==> config.mk <==
export PLATFORM = sky130hd
export DESIGN_NAME = ccao_exec
export DESIGN_NICKNAME = d
export VERILOG_FILES = /design/src/core/ccao_pkg.sv /design/src/core/ccao_divider.sv /design/src/core/ccao_exec.sv
export SDC_FILE = /design/constraint.sdc
export NUM_CORES = 1
export LEC_CHECK = 0
export BUFFER_PORTS_ARGS = -buffer_cell sky130_fd_sc_hd__buf_2
export CORE_MARGIN = 5
export CORE_UTILIZATION = 60
export CTS_BUF_LIST = sky130_fd_sc_hd__clkbuf_8
export DETAILED_ROUTE_END_ITERATION = 7
export PLACE_DENSITY = 0.84
export SYNTH_ARGS = -nofsm -noshare
export SYNTH_HDL_FRONTEND = slang
export SYNTH_SLANG_ARGS = --single-unit
==> constraint.sdc <==
create_clock -name clk_sys -period 2.2 [get_ports clk_sys]
set_input_delay 0.22 -clock clk_sys [delete_from_list [all_inputs] [get_ports clk_sys]]
set_output_delay 0.22 -clock clk_sys [all_outputs]
set_load 0.01 [all_outputs]
==> src/core/ccao_pkg.sv <==
/*
  shared constants and carriers for the compare/clear/adjust/divide unit
  assumes the core supplies fetched opcode bytes and operand values
*/
package ccao_pkg;

  // opcodes
  localparam logic [7:0] OP_CBNE_A_IMM  = 8'hb4;
  localparam logic [7:0] OP_CBNE_A_DIR  = 8'hb5;
  localparam logic [4:0] OP_CBNE_RN_HI  = 5'h17;
  localparam logic [6:0] OP_CBNE_IND_HI = 7'h5b;
  localparam logic [7:0] OP_ZERO_A      = 8'he4;
  localparam logic [7:0] OP_ZERO_C      = 8'hc3;
  localparam logic [7:0] OP_ZERO_BIT    = 8'hc2;
  localparam logic [7:0] OP_INV_A       = 8'hf4;
  localparam logic [7:0] OP_INV_C       = 8'hb3;
  localparam logic [7:0] OP_INV_BIT     = 8'hb2;
  localparam logic [7:0] OP_BCD_FIX     = 8'hd4;
  localparam logic [7:0] OP_DEC_A       = 8'h14;
  localparam logic [7:0] OP_DEC_DIR     = 8'h15;
  localparam logic [4:0] OP_DEC_RN_HI   = 5'h03;
  localparam logic [6:0] OP_DEC_IND_HI  = 7'h0b;
  localparam logic [7:0] OP_DIV         = 8'h84;

  // byte and cycle counts
  localparam logic [2:0] CBNE_BYTES = 3'h3;
  localparam logic [2:0] CBNE_CYC   = 3'h2;
  localparam logic [2:0] DIV_CYC    = 3'h4;
  localparam logic [2:0] ONE_CYC    = 3'h1;
  localparam logic [2:0] ONE_BYTE   = 3'h1;
  localparam logic [2:0] TWO_BYTES  = 3'h2;

  // bcd adjust constants
  localparam logic [3:0] BCD_MAX    = 4'h9;
  localparam logic [3:0] BCD_STEP   = 4'h6;

  // reset values
  localparam logic [7:0]  ACC_RST   = 8'h00;
  localparam logic [7:0]  HLP_RST   = 8'h00;
  localparam logic [15:0] PC_RST    = 16'h0000;

  // flag word: carry, aux_carry, overflow
  typedef struct packed {
    logic cy;
    logic ac;
    logic ov;
  } ccao_flags_t;

  // instruction request from fetch
  typedef struct packed {
    logic       valid;
    logic [7:0] opcode;
    logic [7:0] imm;
    logic [7:0] rel;
    logic [7:0] mem;
    logic [7:0] latch;
    logic       bit_val;
  } ccao_req_t;

  // write-back towards register file, ram and ports
  typedef struct packed {
    logic       byte_we;
    logic [7:0] byte_val;
    logic       bit_we;
    logic       bit_val;
  } ccao_wb_t;

endpackage

==> src/core/ccao_divider.sv <==
/*
  unsigned 8-bit divider, quotient and remainder formed in one step
  assumes start is a one-cycle pulse; results stand until the next start
*/
`timescale 1ns/1ns
module ccao_divider
  import ccao_pkg::*;
(
  // clock and reset
  input  wire logic       clk_sys,
  input  wire logic       nrst,
  // request
  input  wire logic       start,
  input  wire logic [7:0] dividend,
  input  wire logic [7:0] divisor,
  // result
  output logic            done,
  output logic [7:0]      quot,
  output logic [7:0]      rem
);

  logic [7:0] quot_q;
  logic [7:0] rem_q;
  logic       done_q;
  logic [7:0] quot_d;
  logic [8:0] part;

  assign done = done_q;
  assign quot = quot_q;
  assign rem  = rem_q;

  // restoring division unrolled over all eight quotient bits; a zero
  // divisor gives ff and the dividend, never an unknown
  always_comb
  begin
    part   = 9'h000;
    quot_d = 8'h00;
    for (int i = 7; i >= 0; i--)
    begin
      part = {part[7:0], dividend[i]};
      if (part >= {1'b0, divisor})
      begin
        part      = part - {1'b0, divisor};
        quot_d[i] = 1'b1;
      end
    end
  end

  // done marks that quot and rem belong to the last start
  always_ff @(posedge clk_sys or negedge nrst)
  begin
    if (!nrst)
    begin
      quot_q <= 8'h00;
      rem_q  <= 8'h00;
      done_q <= 1'b0;
    end
    else if (start)
    begin
      quot_q <= quot_d;
      rem_q  <= part[7:0];
      done_q <= 1'b1;
    end
  end

endmodule

==> src/core/ccao_exec.sv <==
/*
  execution unit for compare-branch, clear, complement, bcd adjust,
  decrement and divide instructions
  assumes fetch holds req stable until done and supplies operand bytes;
  mem carries the addressed byte (sampled port data for compares),
  latch carries the port output latch for read-modify-write targets
*/
//
// What this block does
// - compare-branch: pc plus 3, add rel if unequal
// - immediate compares set carry when operand smaller
// - compare-branch is 3 bytes, 2 cycles
// - decode the three immediate compare forms
// - clear accumulator, flags kept, one cycle
// - clear carry or addressed bit, one cycle
// - complement accumulator, flags kept, one cycle
// - complement carry or addressed bit, one cycle
// - port modify reads output latch, not pins
// - low nibble adjust, carry only set
// - high nibble adjust, overflow flag kept
// - bcd adjust one byte, one cycle
// - decrement wraps, no flag change
// - decrement four operand forms, one cycle
// - divide: quotient to acc, remainder to helper
// - divide by zero sets overflow flag
// - divide one byte, four cycles
// - unsigned compare, operands unchanged
`timescale 1ns/1ns
module ccao_exec
  import ccao_pkg::*;
(
  // clock and reset
  input  wire logic        clk_sys,
  input  wire logic        nrst,
  // instruction in
  input  wire ccao_req_t   req,
  input  wire logic [7:0]  acc_in,
  input  wire logic [7:0]  helper_in,
  input  wire ccao_flags_t flags_in,
  input  wire logic [15:0] pc_in,
  input  wire logic        port_target,
  // results
  output ccao_wb_t         wb,
  output logic [7:0]       acc_out,
  output logic             acc_we,
  output logic [7:0]       helper_out,
  output logic             helper_we,
  output ccao_flags_t      flags_out,
  output logic             flags_we,
  output logic [15:0]      pc_out,
  output logic             pc_we,
  output logic [2:0]       instr_bytes,
  output logic             done,
  output logic             illegal
);

  typedef enum logic [1:0] {S_IDLE, S_CMP2, S_DIV} ccao_state_t;

  ccao_state_t state_q;
  ccao_state_t state_d;
  logic [2:0]  cyc_q;

  ////////////////////////////////////////////////////////////////////////
  // decode

  logic [7:0] op;
  assign op = req.opcode;

  wire is_cbne_a_imm = (op == OP_CBNE_A_IMM);
  wire is_cbne_rn    = (op[7:3] == OP_CBNE_RN_HI);
  wire is_cbne_ind   = (op[7:1] == OP_CBNE_IND_HI);
  wire is_cbne_a_dir = (op == OP_CBNE_A_DIR);
  wire is_cbne       = is_cbne_a_imm | is_cbne_rn | is_cbne_ind
                     | is_cbne_a_dir;
  wire is_zero_a     = (op == OP_ZERO_A);
  wire is_zero_c     = (op == OP_ZERO_C);
  wire is_zero_bit   = (op == OP_ZERO_BIT);
  wire is_inv_a      = (op == OP_INV_A);
  wire is_inv_c      = (op == OP_INV_C);
  wire is_inv_bit    = (op == OP_INV_BIT);
  wire is_bcd        = (op == OP_BCD_FIX);
  wire is_dec_a      = (op == OP_DEC_A);
  wire is_dec_dir    = (op == OP_DEC_DIR);
  wire is_dec_rn     = (op[7:3] == OP_DEC_RN_HI);
  wire is_dec_ind    = (op[7:1] == OP_DEC_IND_HI);
  wire is_div        = (op == OP_DIV);
  wire is_known      = is_cbne | is_zero_a | is_zero_c | is_zero_bit
                     | is_inv_a | is_inv_c | is_inv_bit | is_bcd
                     | is_dec_a | is_dec_dir | is_dec_rn | is_dec_ind
                     | is_div;

  ////////////////////////////////////////////////////////////////////////
  // compare-branch datapath

  // first operand: acc for acc forms, else register/indirect byte
  wire [7:0] cmp_lhs = (is_cbne_a_imm | is_cbne_a_dir) ? acc_in : req.mem;
  // direct form compares against the directly addressed byte
  wire [7:0] cmp_rhs = is_cbne_a_dir ? req.mem : req.imm;
  wire       cmp_ne  = (cmp_lhs != cmp_rhs);
  wire       cmp_lt  = (cmp_lhs < cmp_rhs);
  wire [15:0] pc_next = pc_in + 16'(CBNE_BYTES);
  wire [15:0] pc_br   = pc_next + {{8{req.rel[7]}}, req.rel};

  ////////////////////////////////////////////////////////////////////////
  // bcd adjust

  wire       lo_fix  = (acc_in[3:0] > BCD_MAX) | flags_in.ac;
  wire [8:0] bcd_s1  = {1'b0, acc_in} + (lo_fix ? {5'h00, BCD_STEP} : 9'h000);
  wire       cy1     = flags_in.cy | bcd_s1[8];
  wire       hi_fix  = cy1 | (bcd_s1[7:4] > BCD_MAX);
  wire [8:0] bcd_s2  = {1'b0, bcd_s1[7:0]}
                     + (hi_fix ? {1'b0, BCD_STEP, 4'h0} : 9'h000);
  wire       bcd_cy  = cy1 | bcd_s2[8];

  ////////////////////////////////////////////////////////////////////////
  // read-modify-write source: port targets use the output latch

  wire [7:0] rmw_byte = port_target ? req.latch : req.mem;
  wire       rmw_bit  = port_target ? req.latch[0] : req.bit_val;

  ////////////////////////////////////////////////////////////////////////
  // divider

  logic       div_start;
  logic       div_done;
  logic [7:0] div_quot;
  logic [7:0] div_rem;
  wire        div_zero = (helper_in == 8'h00);

  assign div_start = req.valid && is_div && (state_q == S_IDLE);

  ccao_divider u_div (
    .clk_sys  (clk_sys),
    .nrst     (nrst),
    .start    (div_start),
    .dividend (acc_in),
    .divisor  (helper_in),
    .done     (div_done),
    .quot     (div_quot),
    .rem      (div_rem)
  );

  ////////////////////////////////////////////////////////////////////////
  // sequencing

  wire start_now = req.valid && (state_q == S_IDLE);
  wire div_last  = (state_q == S_DIV) && (cyc_q == DIV_CYC - 3'h1)
                 && div_done;
  wire cmp_last  = (state_q == S_CMP2);
  wire one_last  = start_now && is_known && !is_cbne && !is_div;
  wire fin       = one_last | cmp_last | div_last;

  always_comb
  begin
    state_d = state_q;
    unique case (state_q)
      S_IDLE:
        if (req.valid && is_cbne)
          state_d = S_CMP2;
        else if (req.valid && is_div)
          state_d = S_DIV;
      S_CMP2: state_d = S_IDLE;
      S_DIV:  if (div_last) state_d = S_IDLE;
      default: state_d = S_IDLE;
    endcase
  end

  // the divider registers its result at the take edge; the counter
  // only paces the four machine cycles of a divide
  always_ff @(posedge clk_sys or negedge nrst)
  begin
    if (!nrst)
    begin
      state_q <= S_IDLE;
      cyc_q   <= 3'h0;
    end
    else
    begin
      state_q <= state_d;
      cyc_q   <= (state_q == S_IDLE) ? ONE_CYC : cyc_q + 3'h1;
    end
  end

  ////////////////////////////////////////////////////////////////////////
  // result selection

  ccao_wb_t    wb_d;
  ccao_flags_t fl_d;
  logic [7:0]  acc_d;
  logic [7:0]  hlp_d;
  logic        acc_we_d;
  logic        hlp_we_d;
  logic        fl_we_d;
  logic        pc_we_d;
  logic [15:0] pc_d;
  logic [2:0]  bytes_d;

  always_comb
  begin
    wb_d     = '0;
    fl_d     = flags_in;
    acc_d    = acc_in;
    hlp_d    = helper_in;
    acc_we_d = 1'b0;
    hlp_we_d = 1'b0;
    fl_we_d  = 1'b0;
    pc_we_d  = 1'b0;
    pc_d     = pc_in;
    bytes_d  = ONE_BYTE;
    if (cmp_last)
    begin
      pc_we_d = 1'b1;
      pc_d    = cmp_ne ? pc_br : pc_next;
      fl_d.cy = cmp_lt;
      fl_we_d = 1'b1;
      bytes_d = CBNE_BYTES;
    end
    else if (div_last)
    begin
      fl_d.cy  = 1'b0;
      fl_d.ov  = div_zero;
      fl_we_d  = 1'b1;
      acc_d    = div_quot;
      hlp_d    = div_rem;
      acc_we_d = !div_zero;
      hlp_we_d = !div_zero;
    end
    else if (one_last)
    begin
      if (is_zero_a)
      begin
        acc_d    = 8'h00;
        acc_we_d = 1'b1;
      end
      else if (is_inv_a)
      begin
        acc_d    = ~acc_in;
        acc_we_d = 1'b1;
      end
      else if (is_zero_c | is_inv_c)
      begin
        fl_d.cy = is_inv_c & ~flags_in.cy;
        fl_we_d = 1'b1;
      end
      else if (is_zero_bit | is_inv_bit)
      begin
        wb_d.bit_we  = 1'b1;
        wb_d.bit_val = is_inv_bit & ~rmw_bit;
        bytes_d      = TWO_BYTES;
      end
      else if (is_bcd)
      begin
        acc_d    = bcd_s2[7:0];
        acc_we_d = 1'b1;
        fl_d.cy  = bcd_cy;
        fl_we_d  = 1'b1;
      end
      else if (is_dec_a)
      begin
        acc_d    = acc_in - 8'h01;
        acc_we_d = 1'b1;
      end
      else
      begin
        wb_d.byte_we  = 1'b1;
        wb_d.byte_val = rmw_byte - 8'h01;
        bytes_d       = is_dec_dir ? TWO_BYTES : ONE_BYTE;
      end
    end
  end

  ////////////////////////////////////////////////////////////////////////
  // registered outputs

  always_ff @(posedge clk_sys or negedge nrst)
  begin
    if (!nrst)
    begin
      wb          <= '0;
      acc_out     <= ACC_RST;
      acc_we      <= 1'b0;
      helper_out  <= HLP_RST;
      helper_we   <= 1'b0;
      flags_out   <= '0;
      flags_we    <= 1'b0;
      pc_out      <= PC_RST;
      pc_we       <= 1'b0;
      instr_bytes <= 3'h0;
      done        <= 1'b0;
      illegal     <= 1'b0;
    end
    else
    begin
      wb          <= wb_d;
      acc_out     <= acc_d;
      acc_we      <= acc_we_d;
      helper_out  <= hlp_d;
      helper_we   <= hlp_we_d;
      flags_out   <= fl_d;
      flags_we    <= fl_we_d;
      pc_out      <= pc_d;
      pc_we       <= pc_we_d;
      instr_bytes <= bytes_d;
      done        <= fin;
      illegal     <= start_now && !is_known;
    end
  end

endmodule

==> results of run 1 <==
through the flow:
stage          setup slack [ps]  instance area, sq um  setup TNS (ps)
2_1_floorplan            -10790                  8940         -130800
3_3_place_gp             -10740                 12300         -139340
3_5_place_dp             -11750                 12300         -158520
cells by family after synthesis:
| group | synth area share, % |
|---|---|
| AND/OR/NAND/NOR | 20.7 |
| other | 0.0449 |
| adder cells (fa/ha/maj) | 16.0 |
| buffers and inverters | 4.06 |
| flip-flops | 22.8 |
| AO/OA/AOI/OAI | 22.5 |
| multiplexers | 7.11 |
| XOR/XNOR | 6.81 |
==> impl_metrics.env, run 1 <==
export IMPL_status="aborted with a tool error"
export IMPL_lastStage="clock tree synthesis (4_1_cts)"
export IMPL_error_line="[ERROR DPL-0038] Utilization greater than 100%, impossible to legalize"
export IMPL_dp_cells=1648
export IMPL_ys_seq_elements=76
export IMPL_rows=43
export IMPL_die_x_um=128
export IMPL_portBuffers=133
export IMPL_numClockSinks=76
export IMPL_ys_types=81
export IMPL_netlist_area_sq_um=8350
export IMPL_hpwl_um=29000
export IMPL_io_pins=135
export IMPL_synth_ff_type="dfrtp_1"
export IMPL_synth_top_cells_by_area="dfrtp_1, ha_1, o21ai_0"
export IMPL_synth_largest_area_cell="dfrtp_1"
export IMPL_syn_nets=1203
export IMPL_synth_common_cells="nand2_1, ha_1, nor2_1"
export IMPL_seq_area_frac_synth_pct=22.8
export IMPL_synth_most_common_cell="nand2_1"
export IMPL_die_h_um=128
export IMPL_holdBufCountCts=1
export IMPL_place_congestion=0.997
export IMPL_synth_edf_count=0
export IMPL_synth_top_area_share_pct=22.8
export IMPL_synth_cells=1022
export IMPL_root_buffer="clkbuf_8"
export IMPL_initial_core_util_pct=60.7
export IMPL_cts_resized=183
export IMPL_cts_setup_buffers=94
export IMPL_async_reset_ff_share_pct=100
export IMPL_cts_buffers_inserted=9
export IMPL_cts_buffer_depth=2
export IMPL_cts_htree_levels=3
export IMPL_ys_warn_count=0
export IMPL_syn_avg_cell_area_sq_um=8.17
==> run 2, diff against run 1 <==
- CORE_UTILIZATION: 60 -> 40
- CTS_BUF_LIST: sky130_fd_sc_hd__clkbuf_8 -> not set
- PLACE_DENSITY: 0.84 -> not set
- PLACE_DENSITY_LB_ADDON: not set -> 0.15
==> run 2 against run 1 <==
  * Synthesized area stayed put
  * Synthesized cell count is the same
  * The flow now finishes, with violations (negative setup slack)
==> impl_metrics.env, run 2 <==
export IMPL_status="finished, violations left"
export IMPL_failed_checks="negative setup slack"
export IMPL_regMostFlops="pc_out"
export IMPL_vias_per_cell=5.43
export IMPL_syn_nets=1203
export IMPL_rows=52
export IMPL_antenna_left=0
export IMPL_firstDrtPassIters=6
export IMPL_cts_buffer_depth=2
export IMPL_max_slew_margin_rel_pct=50.5
export IMPL_grt_max_degree=48
export IMPL_synth_top_cells_by_area="dfrtp_1, ha_1, o21ai_0"
export IMPL_max_cap_viol_count=0
export IMPL_ir_drop_uv=1150
export IMPL_area_growth_pct=77.6
export IMPL_io_pins=135
export IMPL_cts_htree_levels=3
export IMPL_synth_ff_type="dfrtp_1"
export IMPL_ys_warn_count=0
export IMPL_finalHoldViolCount=0
export IMPL_yosys_area_share_simple_pct=20.7
export IMPL_ys_types=81
export IMPL_fin_cells=1877
export IMPL_worstSkewPairLatency_ps=360
export IMPL_hpwl_um=24600
export IMPL_synth_adder_area_share_pct=16.0
export IMPL_path_clk_slew_ps=60
export IMPL_fin_crit_sh_pct=598
export IMPL_cts_buffers_inserted=9
export IMPL_arrival_ps=13390
export IMPL_synth_top_family_by_area="compound AO/OA/AOI/OAI gates"
export IMPL_grt_first_pass_wirelength_um=50700
export IMPL_drtIter0Drc=707
export IMPL_cts_tree="yes"
export IMPL_drive_gt1_share_pct=53.2
export IMPL_synth_cells=1022
export IMPL_mostFrequentLayoutCell="buf_4"
export IMPL_skew_ps=12.9
export IMPL_antenna_found_initial=2
export IMPL_fmax_mhz=76.0
export IMPL_cp_max_fo=8
export IMPL_seq_area_frac_synth_pct=22.8
export IMPL_drt_total_wl_um=34200
export IMPL_synth_largest_area_cell="dfrtp_1"
export IMPL_hp_class="primary input to flop"
export IMPL_synth_compound_area_share_pct=22.5
export IMPL_numClockSinks=76
export IMPL_critPathCaptureType="flop"
export IMPL_root_buffer="clkbuf_16"
export IMPL_cpLargestDelayFamily="compound AO/OA/AOI/OAI gates"
export IMPL_path_common_cell="o21ai_2"
export IMPL_grt_ovfl_total=0
export IMPL_post_route_util_pct=72.6
export IMPL_tightestPinTransition_ps=738
export IMPL_rsz0062_at_grt="true"
export IMPL_vias=10200
export IMPL_initial_core_util_pct=40.9
export IMPL_top_regs="pc_out (16), wb (11)"
export IMPL_synth_xor_area_share_pct=6.81
export IMPL_drc=0
export IMPL_synth_most_common_cell="nand2_1"
export IMPL_synthMuxAreaShare_pct=7.11
export IMPL_grt_usage_pct=26.2
export IMPL_netlist_area_sq_um=8350
export IMPL_place_congestion=0.937
export IMPL_design_area_sq_um=14800
export IMPL_mostFrequentLayoutCells="buf_4, buf_2, nand2_1, nor2_1, dfrtp_1"
export IMPL_p_leak_nw=7.24
export IMPL_placed_area_sq_um=12500
export IMPL_portBuffers=133
export IMPL_fin_nets=1782
export IMPL_synth_edf_count=0
export IMPL_cp_num_buf_inv=7
export IMPL_die_h_um=155
export IMPL_synth_common_cells="nand2_1, ha_1, nor2_1"
export IMPL_crit_slowest_cell="or4_4"
export IMPL_finalPower_mw=12.9
export IMPL_power_density_nw_per_um2=872
export IMPL_async_reset_ff_share_pct=100
export IMPL_setup_viol_count_final=26
export IMPL_dp_cells=1753
export IMPL_worstSetupStartpointType="primary input"
export IMPL_syn_avg_cell_area_sq_um=8.17
export IMPL_ys_seq_elements=76
export IMPL_critPathMaxStageDelay_ps=550
export IMPL_first_global_vias=10000
export IMPL_core_area_sq_um=20400
export IMPL_finalWorstSetupSlack_ps=-10950
export IMPL_largest_reg_flops=16
export IMPL_final_max_slew_viol_count=0
export IMPL_die_x_um=155
export IMPL_period_minus_slack_ps=13150
export IMPL_synth_top_area_share_pct=22.8
export IMPL_dieArea_sq_um=23900
export IMPL_critical_path_class="primary input to flop"
export IMPL_cp_required_ps=2440
export IMPL_wl_per_cell_um=18.2
[run 2: cell counts after synthesis]
Identical to the previous run, type by type.
[run 2: final timing paths]
check / from / endpoint / slack [ps] / cells after the start
max in group asynchronous: nrst / flags_out[2] / 1100 / 3
min in group asynchronous: nrst / helper_we / 430 / 2
min: pc_in[15] / pc_out[15] / 50 / 2
min reg2reg: u_div.rem[2] / helper_out[2] / 490 / 2
max: helper_in[3] / u_div.rem[0] / -10950 / 71
max reg2reg: state_q[1] / acc_out[7] / 150 / 8
[run 2: per-layer routing]
| metal | vias to the layer above | GRT usage, % | share of wire [%] |
|---|---|---|---|
| li1 | 4892 | - | - |
| met1 | 4855 | 34.3 | 42 |
| met2 | 351 | 44.6 | 48 |
| met3 | 89 | 3.80 | 6.2 |
| met4 | 2 | 8.49 | 3.5 |
| met5 | - | 0 | 0.038 |
[run 2: area by class of cell]
cell class | instances | area (sq um)
fillers | 1464 | 5590
clock inverters | 6 | 95.1
multi-input cells | 857 | 7570
repair buffers | 593 | 4430
inverters | 64 | 279
well taps | 270 | 338
diodes | 2 | 5.00
clock buffers | 9 | 225
flip-flops and latches | 76 | 1900
[run 2: power breakdown]
group          switching (mW)  leakage, nW  internal (mW)
logic                    4.18         6.12           5.60
registers              0.0300        0.964           1.47
clock network           0.662        0.157           1.00
[run 2: kinds of logic after synthesis]
kind of cell | Yosys count
other | 1
buffers and inverters | 89
xor gates and xnor gates | 65
DFF | 76
AOI/OAI and AO/OA | 285
and+or+nand+nor | 350
adders and majority gates | 101
muxes | 55
[run 2: stage by stage]
stage	TNS, ps	hold slack [ps]	setup slack [ps]
final	-130870	46.7	-10950
after global routing	-138300	59.5	-11430
after CTS	-123990	2.53	-10400
after detailed placement	-150200	265	-11380
after global placement	-144660	256	-10980
after floorplan	-130800	-75.6	-10790
[run 2: worst reg2reg max path, delay by kind of cell (launching register included)]
family | cells | cell delay [ps]
and+or+nand+nor | 3 | 750
DFF | 1 | 370
buffers and inverters | 2 | 290
muxes | 1 | 270
AOI/OAI and AO/OA | 2 | 260
[run 2: timing repair]
item | in CTS | in global routing
endpoints found under the setup margin | 30 | 48
hold buffers | 1 | 1
pin swaps | 106 | 77
resized for setup | 149 | 86
hold endpoints to repair | 45 | 1
setup buffers | 86 | 20
gates cloned | 0 | 2
(Power assumes the default switching activity.)
==> run 3, diff against run 2 <==
- ABC_AREA: not set -> 1
==> run 3 against run 2 <==
  * Routed wire length rose by 5.2%
  * Flip-flop and latch count did not move
  * Total power rose by 37%
  * The flow still finishes with violations (negative setup slack)
  * Critical endpoint is now u_div.rem[3]
  * Synthesized area rose by 2.2%
  * First-iteration DRC count rose by 0.28%
  * Hold slack got worse by 32 ps
==> impl_metrics.env, run 3 <==
export IMPL_drive_gt1_share_pct=54.9
export IMPL_synth_top_cells_by_area="dfrtp_1, ha_1, nand2_1"
export IMPL_synth_cells=1229
export IMPL_core_area_sq_um=21000
export IMPL_regMostFlops="pc_out"
export IMPL_antenna_found_initial=0
export IMPL_fin_crit_sh_pct=517
export IMPL_arrival_ps=11670
export IMPL_period_minus_slack_ps=11380
export IMPL_worstSkewPairLatency_ps=350
export IMPL_fmax_mhz=87.9
export IMPL_finalWorstSetupSlack_ps=-9180
export IMPL_cp_max_fo=6
export IMPL_cts_htree_levels=3
export IMPL_ys_seq_elements=76
export IMPL_area_growth_pct=80.6
export IMPL_firstDrtPassIters=5
export IMPL_drtIter0Drc=709
export IMPL_portBuffers=133
export IMPL_synth_largest_area_cell="dfrtp_1"
export IMPL_synth_ff_type="dfrtp_1"
export IMPL_ys_types=59
export IMPL_finalPower_mw=17.7
export IMPL_top_regs="pc_out (16), wb (11)"
export IMPL_setup_viol_count_final=43
export IMPL_first_global_vias=10600
export IMPL_status="finished, violations left"
export IMPL_drc=0
export IMPL_power_density_nw_per_um2=1150
export IMPL_drt_total_wl_um=35900
export IMPL_io_pins=135
export IMPL_mostFrequentLayoutCell="buf_4"
export IMPL_async_reset_ff_share_pct=100
export IMPL_critPathMaxStageDelay_ps=540
export IMPL_vias_per_cell=5.10
export IMPL_ir_drop_uv=1490
export IMPL_cts_buffers_inserted=9
export IMPL_mostFrequentLayoutCells="buf_4, nand2_1, inv_1, buf_2, dfrtp_1"
export IMPL_dieArea_sq_um=24400
export IMPL_setup_tns_ps=-109550
export IMPL_netlist_area_sq_um=8530
export IMPL_syn_nets=1410
export IMPL_critPathCaptureType="flop"
export IMPL_timing_hold_ws_ps=14.8
export IMPL_hp_class="primary input to flop"
export IMPL_grt_ovfl_total=0
export IMPL_cp_required_ps=2490
export IMPL_multi_input_area_sq_um=7540
export IMPL_fin_nets=2010
export IMPL_wl_per_cell_um=17.0
export IMPL_synth_top_area_share_pct=22.3
export IMPL_register_area_sq_um=1900
export IMPL_grt_first_pass_wirelength_um=52600
export IMPL_vias=10800
export IMPL_hpwl_um=24000
export IMPL_critical_path_class="primary input to flop"
export IMPL_diodes=0
export IMPL_cts_tree="yes"
export IMPL_synth_common_cells="nand2_1, inv_1, nor2_1"
export IMPL_syn_avg_cell_area_sq_um=6.94
export IMPL_synth_edf_count=0
export IMPL_antenna_left=0
export IMPL_place_congestion=0.930
export IMPL_cts_buffer_depth=2
export IMPL_worstSetupStartpointType="primary input"
export IMPL_seq_area_frac_synth_pct=22.3
export IMPL_grt_max_degree=40
export IMPL_crit_slowest_cell="or4_4"
export IMPL_ys_warn_count=0
export IMPL_rsz0062_at_grt="true"
export IMPL_path_clk_slew_ps=70
export IMPL_root_buffer="clkbuf_16"
export IMPL_failed_checks="negative setup slack"
export IMPL_tightestPinTransition_ps=542
export IMPL_synth_most_common_cell="nand2_1"
export IMPL_die_x_um=156
export IMPL_finalHoldViolCount=0
export IMPL_max_cap_viol_count=0
export IMPL_largest_reg_flops=16
export IMPL_skew_ps=14.0
export IMPL_grt_usage_pct=26.8
export IMPL_initial_core_util_pct=40.6
export IMPL_final_max_slew_viol_count=0
export IMPL_p_leak_nw=8.09
export IMPL_fillers=1504
export IMPL_die_h_um=156
export IMPL_numClockSinks=76
export IMPL_rows=53
export IMPL_max_slew_margin_rel_pct=63.8
==> run 3: path summary, 6_finish.rpt <==
path	startpoint	end	slack, ps	cells past startpoint
max	acc_in[7]	u_div.rem[3]	-9180	96
min	flags_in[1]	flags_out[1]	10	1
max reg2reg	cyc_q[0]	wb[5]	170	9
min reg2reg	cyc_q[0]	cyc_q[0]	450	1
max in group asynchronous	nrst	helper_we	1200	3
min in group asynchronous	nrst	helper_out[5]	410	2
==> run 3: final cells by class <==
type / count / area share (%)
flip-flops and latches: 76 / 12.3
repair buffers: 602 / 29.0
repair inverters: 1 / 0.0730
multi-input cells: 935 / 48.9
clock buffers: 9 / 1.46
clock inverters: 7 / 0.584
well taps: 275 / 2.23
inverters: 204 / 5.40
==> run 3: worst max-delay path, delay by kind of cell <==
kind / cells / cell delay (ps)
adder cells (fa/ha/maj): 7 / 1790
buffers and inverters: 30 / 3000
AND/OR/NAND/NOR: 43 / 4310
AO/OA/AOI/OAI: 15 / 2040
XOR/XNOR: 1 / 260
==> run 3: logic make-up after synthesis <==
logic type               share of synthesized area, %
AND/OR/NAND/NOR                                  30.4
other                                          0.0439
XOR/XNOR                                         6.57
buffers and inverters                            9.94
flip-flops                                       22.3
AO/OA/AOI/OAI                                    13.8
adder cells (fa/ha/maj)                          15.7
multiplexers                                     1.29
==> run 3: layer usage <==
layer  up-vias  share of wire [%]  global-route usage (%)
li1       5222                  -                       -
met1      5029                 39                    32.1
met2       387                 50                    47.9
met3       117                6.3                    3.66
met4         0                4.3                    11.2
met5         -                  0                       0
==> run 3: timing repair <==
action | 4_1_cts | 5_1_grt
gates cloned | 5 | 1
endpoints found under the setup margin | 45 | 50
resized for setup | 214 | 163
pin swaps | 137 | 110
hold endpoints to repair | 37 | 0
hold buffers | 1 | 0
buffers inserted | 96 | 38
==> run 3: report_power, final <==
group	internal, mW	switching, mW	total, mW
Combinational	7.51	7.00	14.5
Sequential	1.54	0.0734	1.61
Clock	0.914	0.695	1.61
==> run 3: through the flow <==
step	util (%)	setup WS [ps]	cells	cell area, sq um
2_1_floorplan	-	-9090	1229	9050
3_3_place_gp	59.3	-9380	1953	12500
3_5_place_dp	59.3	-9590	1953	12500
4_1_cts	68.7	-8540	2070	14400
5_1_grt	73.3	-9960	2109	15400
6_report	73.3	-9180	2109	15400
==> run 4, diff against run 3 <==
- HOLD_SLACK_MARGIN: not set -> 0.03
==> run 4 against run 3 <==
  * Highest routed layer unchanged
  * Final cell count is essentially flat
  * The flow still finishes with violations (negative setup slack)
  * Register-to-register slack gained 30 ps
  * First-iteration DRC count fell by 7.5%
  * Sequential power is essentially flat
  * Via count up 0.14%
  * Clock power barely moved
==> impl_metrics.env, run 4 (synthesis results as in run 3) <==
export IMPL_cts_buffers_inserted=9
export IMPL_dp_cells=1953
export IMPL_fin_crit_sh_pct=516
export IMPL_mostFrequentLayoutCell="buf_4"
export IMPL_failed_checks="negative setup slack"
export IMPL_p_int_mw=9.97
export IMPL_status="finished, violations left"
export IMPL_io_pins=135
export IMPL_crit_slowest_cell="or4_4"
export IMPL_initial_core_util_pct=40.6
export IMPL_final_max_slew_viol_count=0
export IMPL_die_x_um=156
export IMPL_worstHoldStart="flags_in[0]"
export IMPL_cp_startpoint="acc_in[7]"
export IMPL_setup_viol_count_final=37
export IMPL_fin_cells=2110
export IMPL_root_buffer="clkbuf_16"
export IMPL_worstSkewPairLatency_ps=350
export IMPL_max_slew_margin_rel_pct=63.9
export IMPL_antenna_left=0
export IMPL_rows=53
export IMPL_gr_usage_met1_pct=32.1
export IMPL_die_h_um=156
export IMPL_p_clk_share_pct=9.1
export IMPL_use_met2_pct=48.0
export IMPL_seq_power_share_pct=9.1
export IMPL_hpwl_um=24000
export IMPL_vias=10800
export IMPL_wl_per_cell_um=17.0
export IMPL_comb_power_share_pct=81.8
export IMPL_antenna_found_initial=0
export IMPL_finalHoldViolCount=0
export IMPL_ff2ff_path_depth=9
export IMPL_top_usage_layer="met2"
export IMPL_core_area_sq_um=21000
export IMPL_rr_startpoint="cyc_q[0]"
export IMPL_finalPower_mw=17.7
export IMPL_r2r_end="wb[5]"
export IMPL_critPathMaxStageDelay_ps=540
export IMPL_drt_total_wl_um=35900
export IMPL_diodes=0
export IMPL_path_clk_slew_ps=70
export IMPL_switching_share_pct=43.8
export IMPL_hp_class="primary input to flop"
export IMPL_portBuffers=133
export IMPL_drc=0
export IMPL_cp_max_fo=6
export IMPL_design_area_sq_um=15400
export IMPL_grt_max_degree=40
export IMPL_largest_reg_flops=16
export IMPL_cts_tree="yes"
export IMPL_area_growth_pct=80.8
export IMPL_dieArea_sq_um=24400
export IMPL_firstDrtPassIters=5
export IMPL_rsz0062_at_grt="true"
export IMPL_grt_first_pass_wirelength_um=52600
export IMPL_first_global_vias=10600
export IMPL_grt_usage_pct=26.8
export IMPL_placed_area_sq_um=12500
export IMPL_p_switching_mw=7.77
export IMPL_fmax_mhz=88.1
export IMPL_place_congestion=0.930
export IMPL_vias_per_cell=5.10
export IMPL_power_density_nw_per_um2=1150
export IMPL_mostFrequentLayoutCells="buf_4, nand2_1, inv_1, buf_2, dfrtp_1"
export IMPL_met3_usage_pct=3.66
export IMPL_grt_ovfl_total=0
export IMPL_cts_buffer_depth=2
export IMPL_top_regs="pc_out (16), wb (11)"
export IMPL_cts_htree_levels=3
export IMPL_critical_path_class="primary input to flop"
export IMPL_max_cap_viol_count=0
export IMPL_period_minus_slack_ps=11350
export IMPL_ir_drop_uv=1500
export IMPL_critPathCaptureType="flop"
export IMPL_numClockSinks=76
export IMPL_timing_hold_ws_ps=102
export IMPL_regMostFlops="pc_out"
export IMPL_post_route_util_pct=73.4
export IMPL_r2r_setup_slack_ps=200
export IMPL_min_path_cells=3
export IMPL_min_to="flags_out[0]"
export IMPL_tightestPinTransition_ps=541
export IMPL_skew_ps=14.2
export IMPL_arrival_ps=11600
export IMPL_p_leak_nw=8.09
export IMPL_worstSetupStartpointType="primary input"
export IMPL_drtIter0Drc=656
export IMPL_finalWorstSetupSlack_ps=-9150
export IMPL_drive_gt1_share_pct=54.9
export IMPL_fin_nets=2011
export IMPL_cp_required_ps=2450
[run 4: cell types whose count changed in the layout (fill, tap and decap cells not counted), sizes merged]
| cell | before | now |
|---|---|---|
| dlygate4sd3 | 1 | 2 |
[run 4: how the worst max path moves through the flow]
| stage | end | cells after the start |
|---|---|---|
| 6_report | u_div.rem[6] | 97 |
| 5_1_grt | u_div.rem[5] | 103 |
| 4_1_cts | u_div.rem[4] | 107 |
| 3_5_place_dp | u_div.rem[0] | 101 |
| 3_3_place_gp | u_div.rem[0] | 101 |
| 2_1_floorplan | u_div.rem[0] | 106 |
[run 4: stage by stage]
stage | setup slack (ps) | TNS, ps
after detailed placement | -9590 | -131050
final | -9150 | -109160
after global routing | -9960 | -121910
after CTS | -8540 | -100690
after floorplan | -9090 | -111200
after global placement | -9380 | -127980
[run 4: layout make-up]
cell class                      instances  area, sq um
Multi-Input combinational cell        935         7540
Fill cell                            1503         5590
Timing Repair Buffer                  603         4480
Sequential cell                        76         1900
Inverter                              204          833
Tap cell                              275          344
Clock buffer                            9          225
Clock inverter                          7         90.1
Timing Repair inverter                  1         11.3
[run 4: power by group through the flow]
stage | combinational (mW) | clock, mW | sequential [mW]
floorplan | 6.01 | 0 | 1.65
global placement | 10.4 | 0 | 1.63
detailed placement | 10.6 | 0 | 1.64
CTS | 13.3 | 1.62 | 1.61
global route | 15.7 | 1.68 | 1.63
finish | 14.5 | 1.61 | 1.61
[run 4: what timing repair did]
action,4_1_cts,5_1_grt
cloned,5,1
endpoints found under the hold margin,38,0
buffers inserted,96,38
pin swaps,137,110
endpoints found under the setup margin,45,50
hold buffers,2,0
resized for setup,214,163
[run 4: worst max-delay path, delay by kind of cell]
kind	cells	cell delay, ps
AND/OR/NAND/NOR	44	4380
buffers and inverters	30	2900
AO/OA/AOI/OAI	15	2030
adder cells (fa/ha/maj)	7	1770
XOR/XNOR	1	260
[run 4: metal layers]
| metal | routed length (um) | up-vias |
|---|---|---|
| met5 | 0 | - |
| met4 | 1540 | 0 |
| met3 | 2250 | 111 |
| met2 | 18200 | 387 |
| met1 | 13900 | 5049 |
| li1 | - | 5223 |
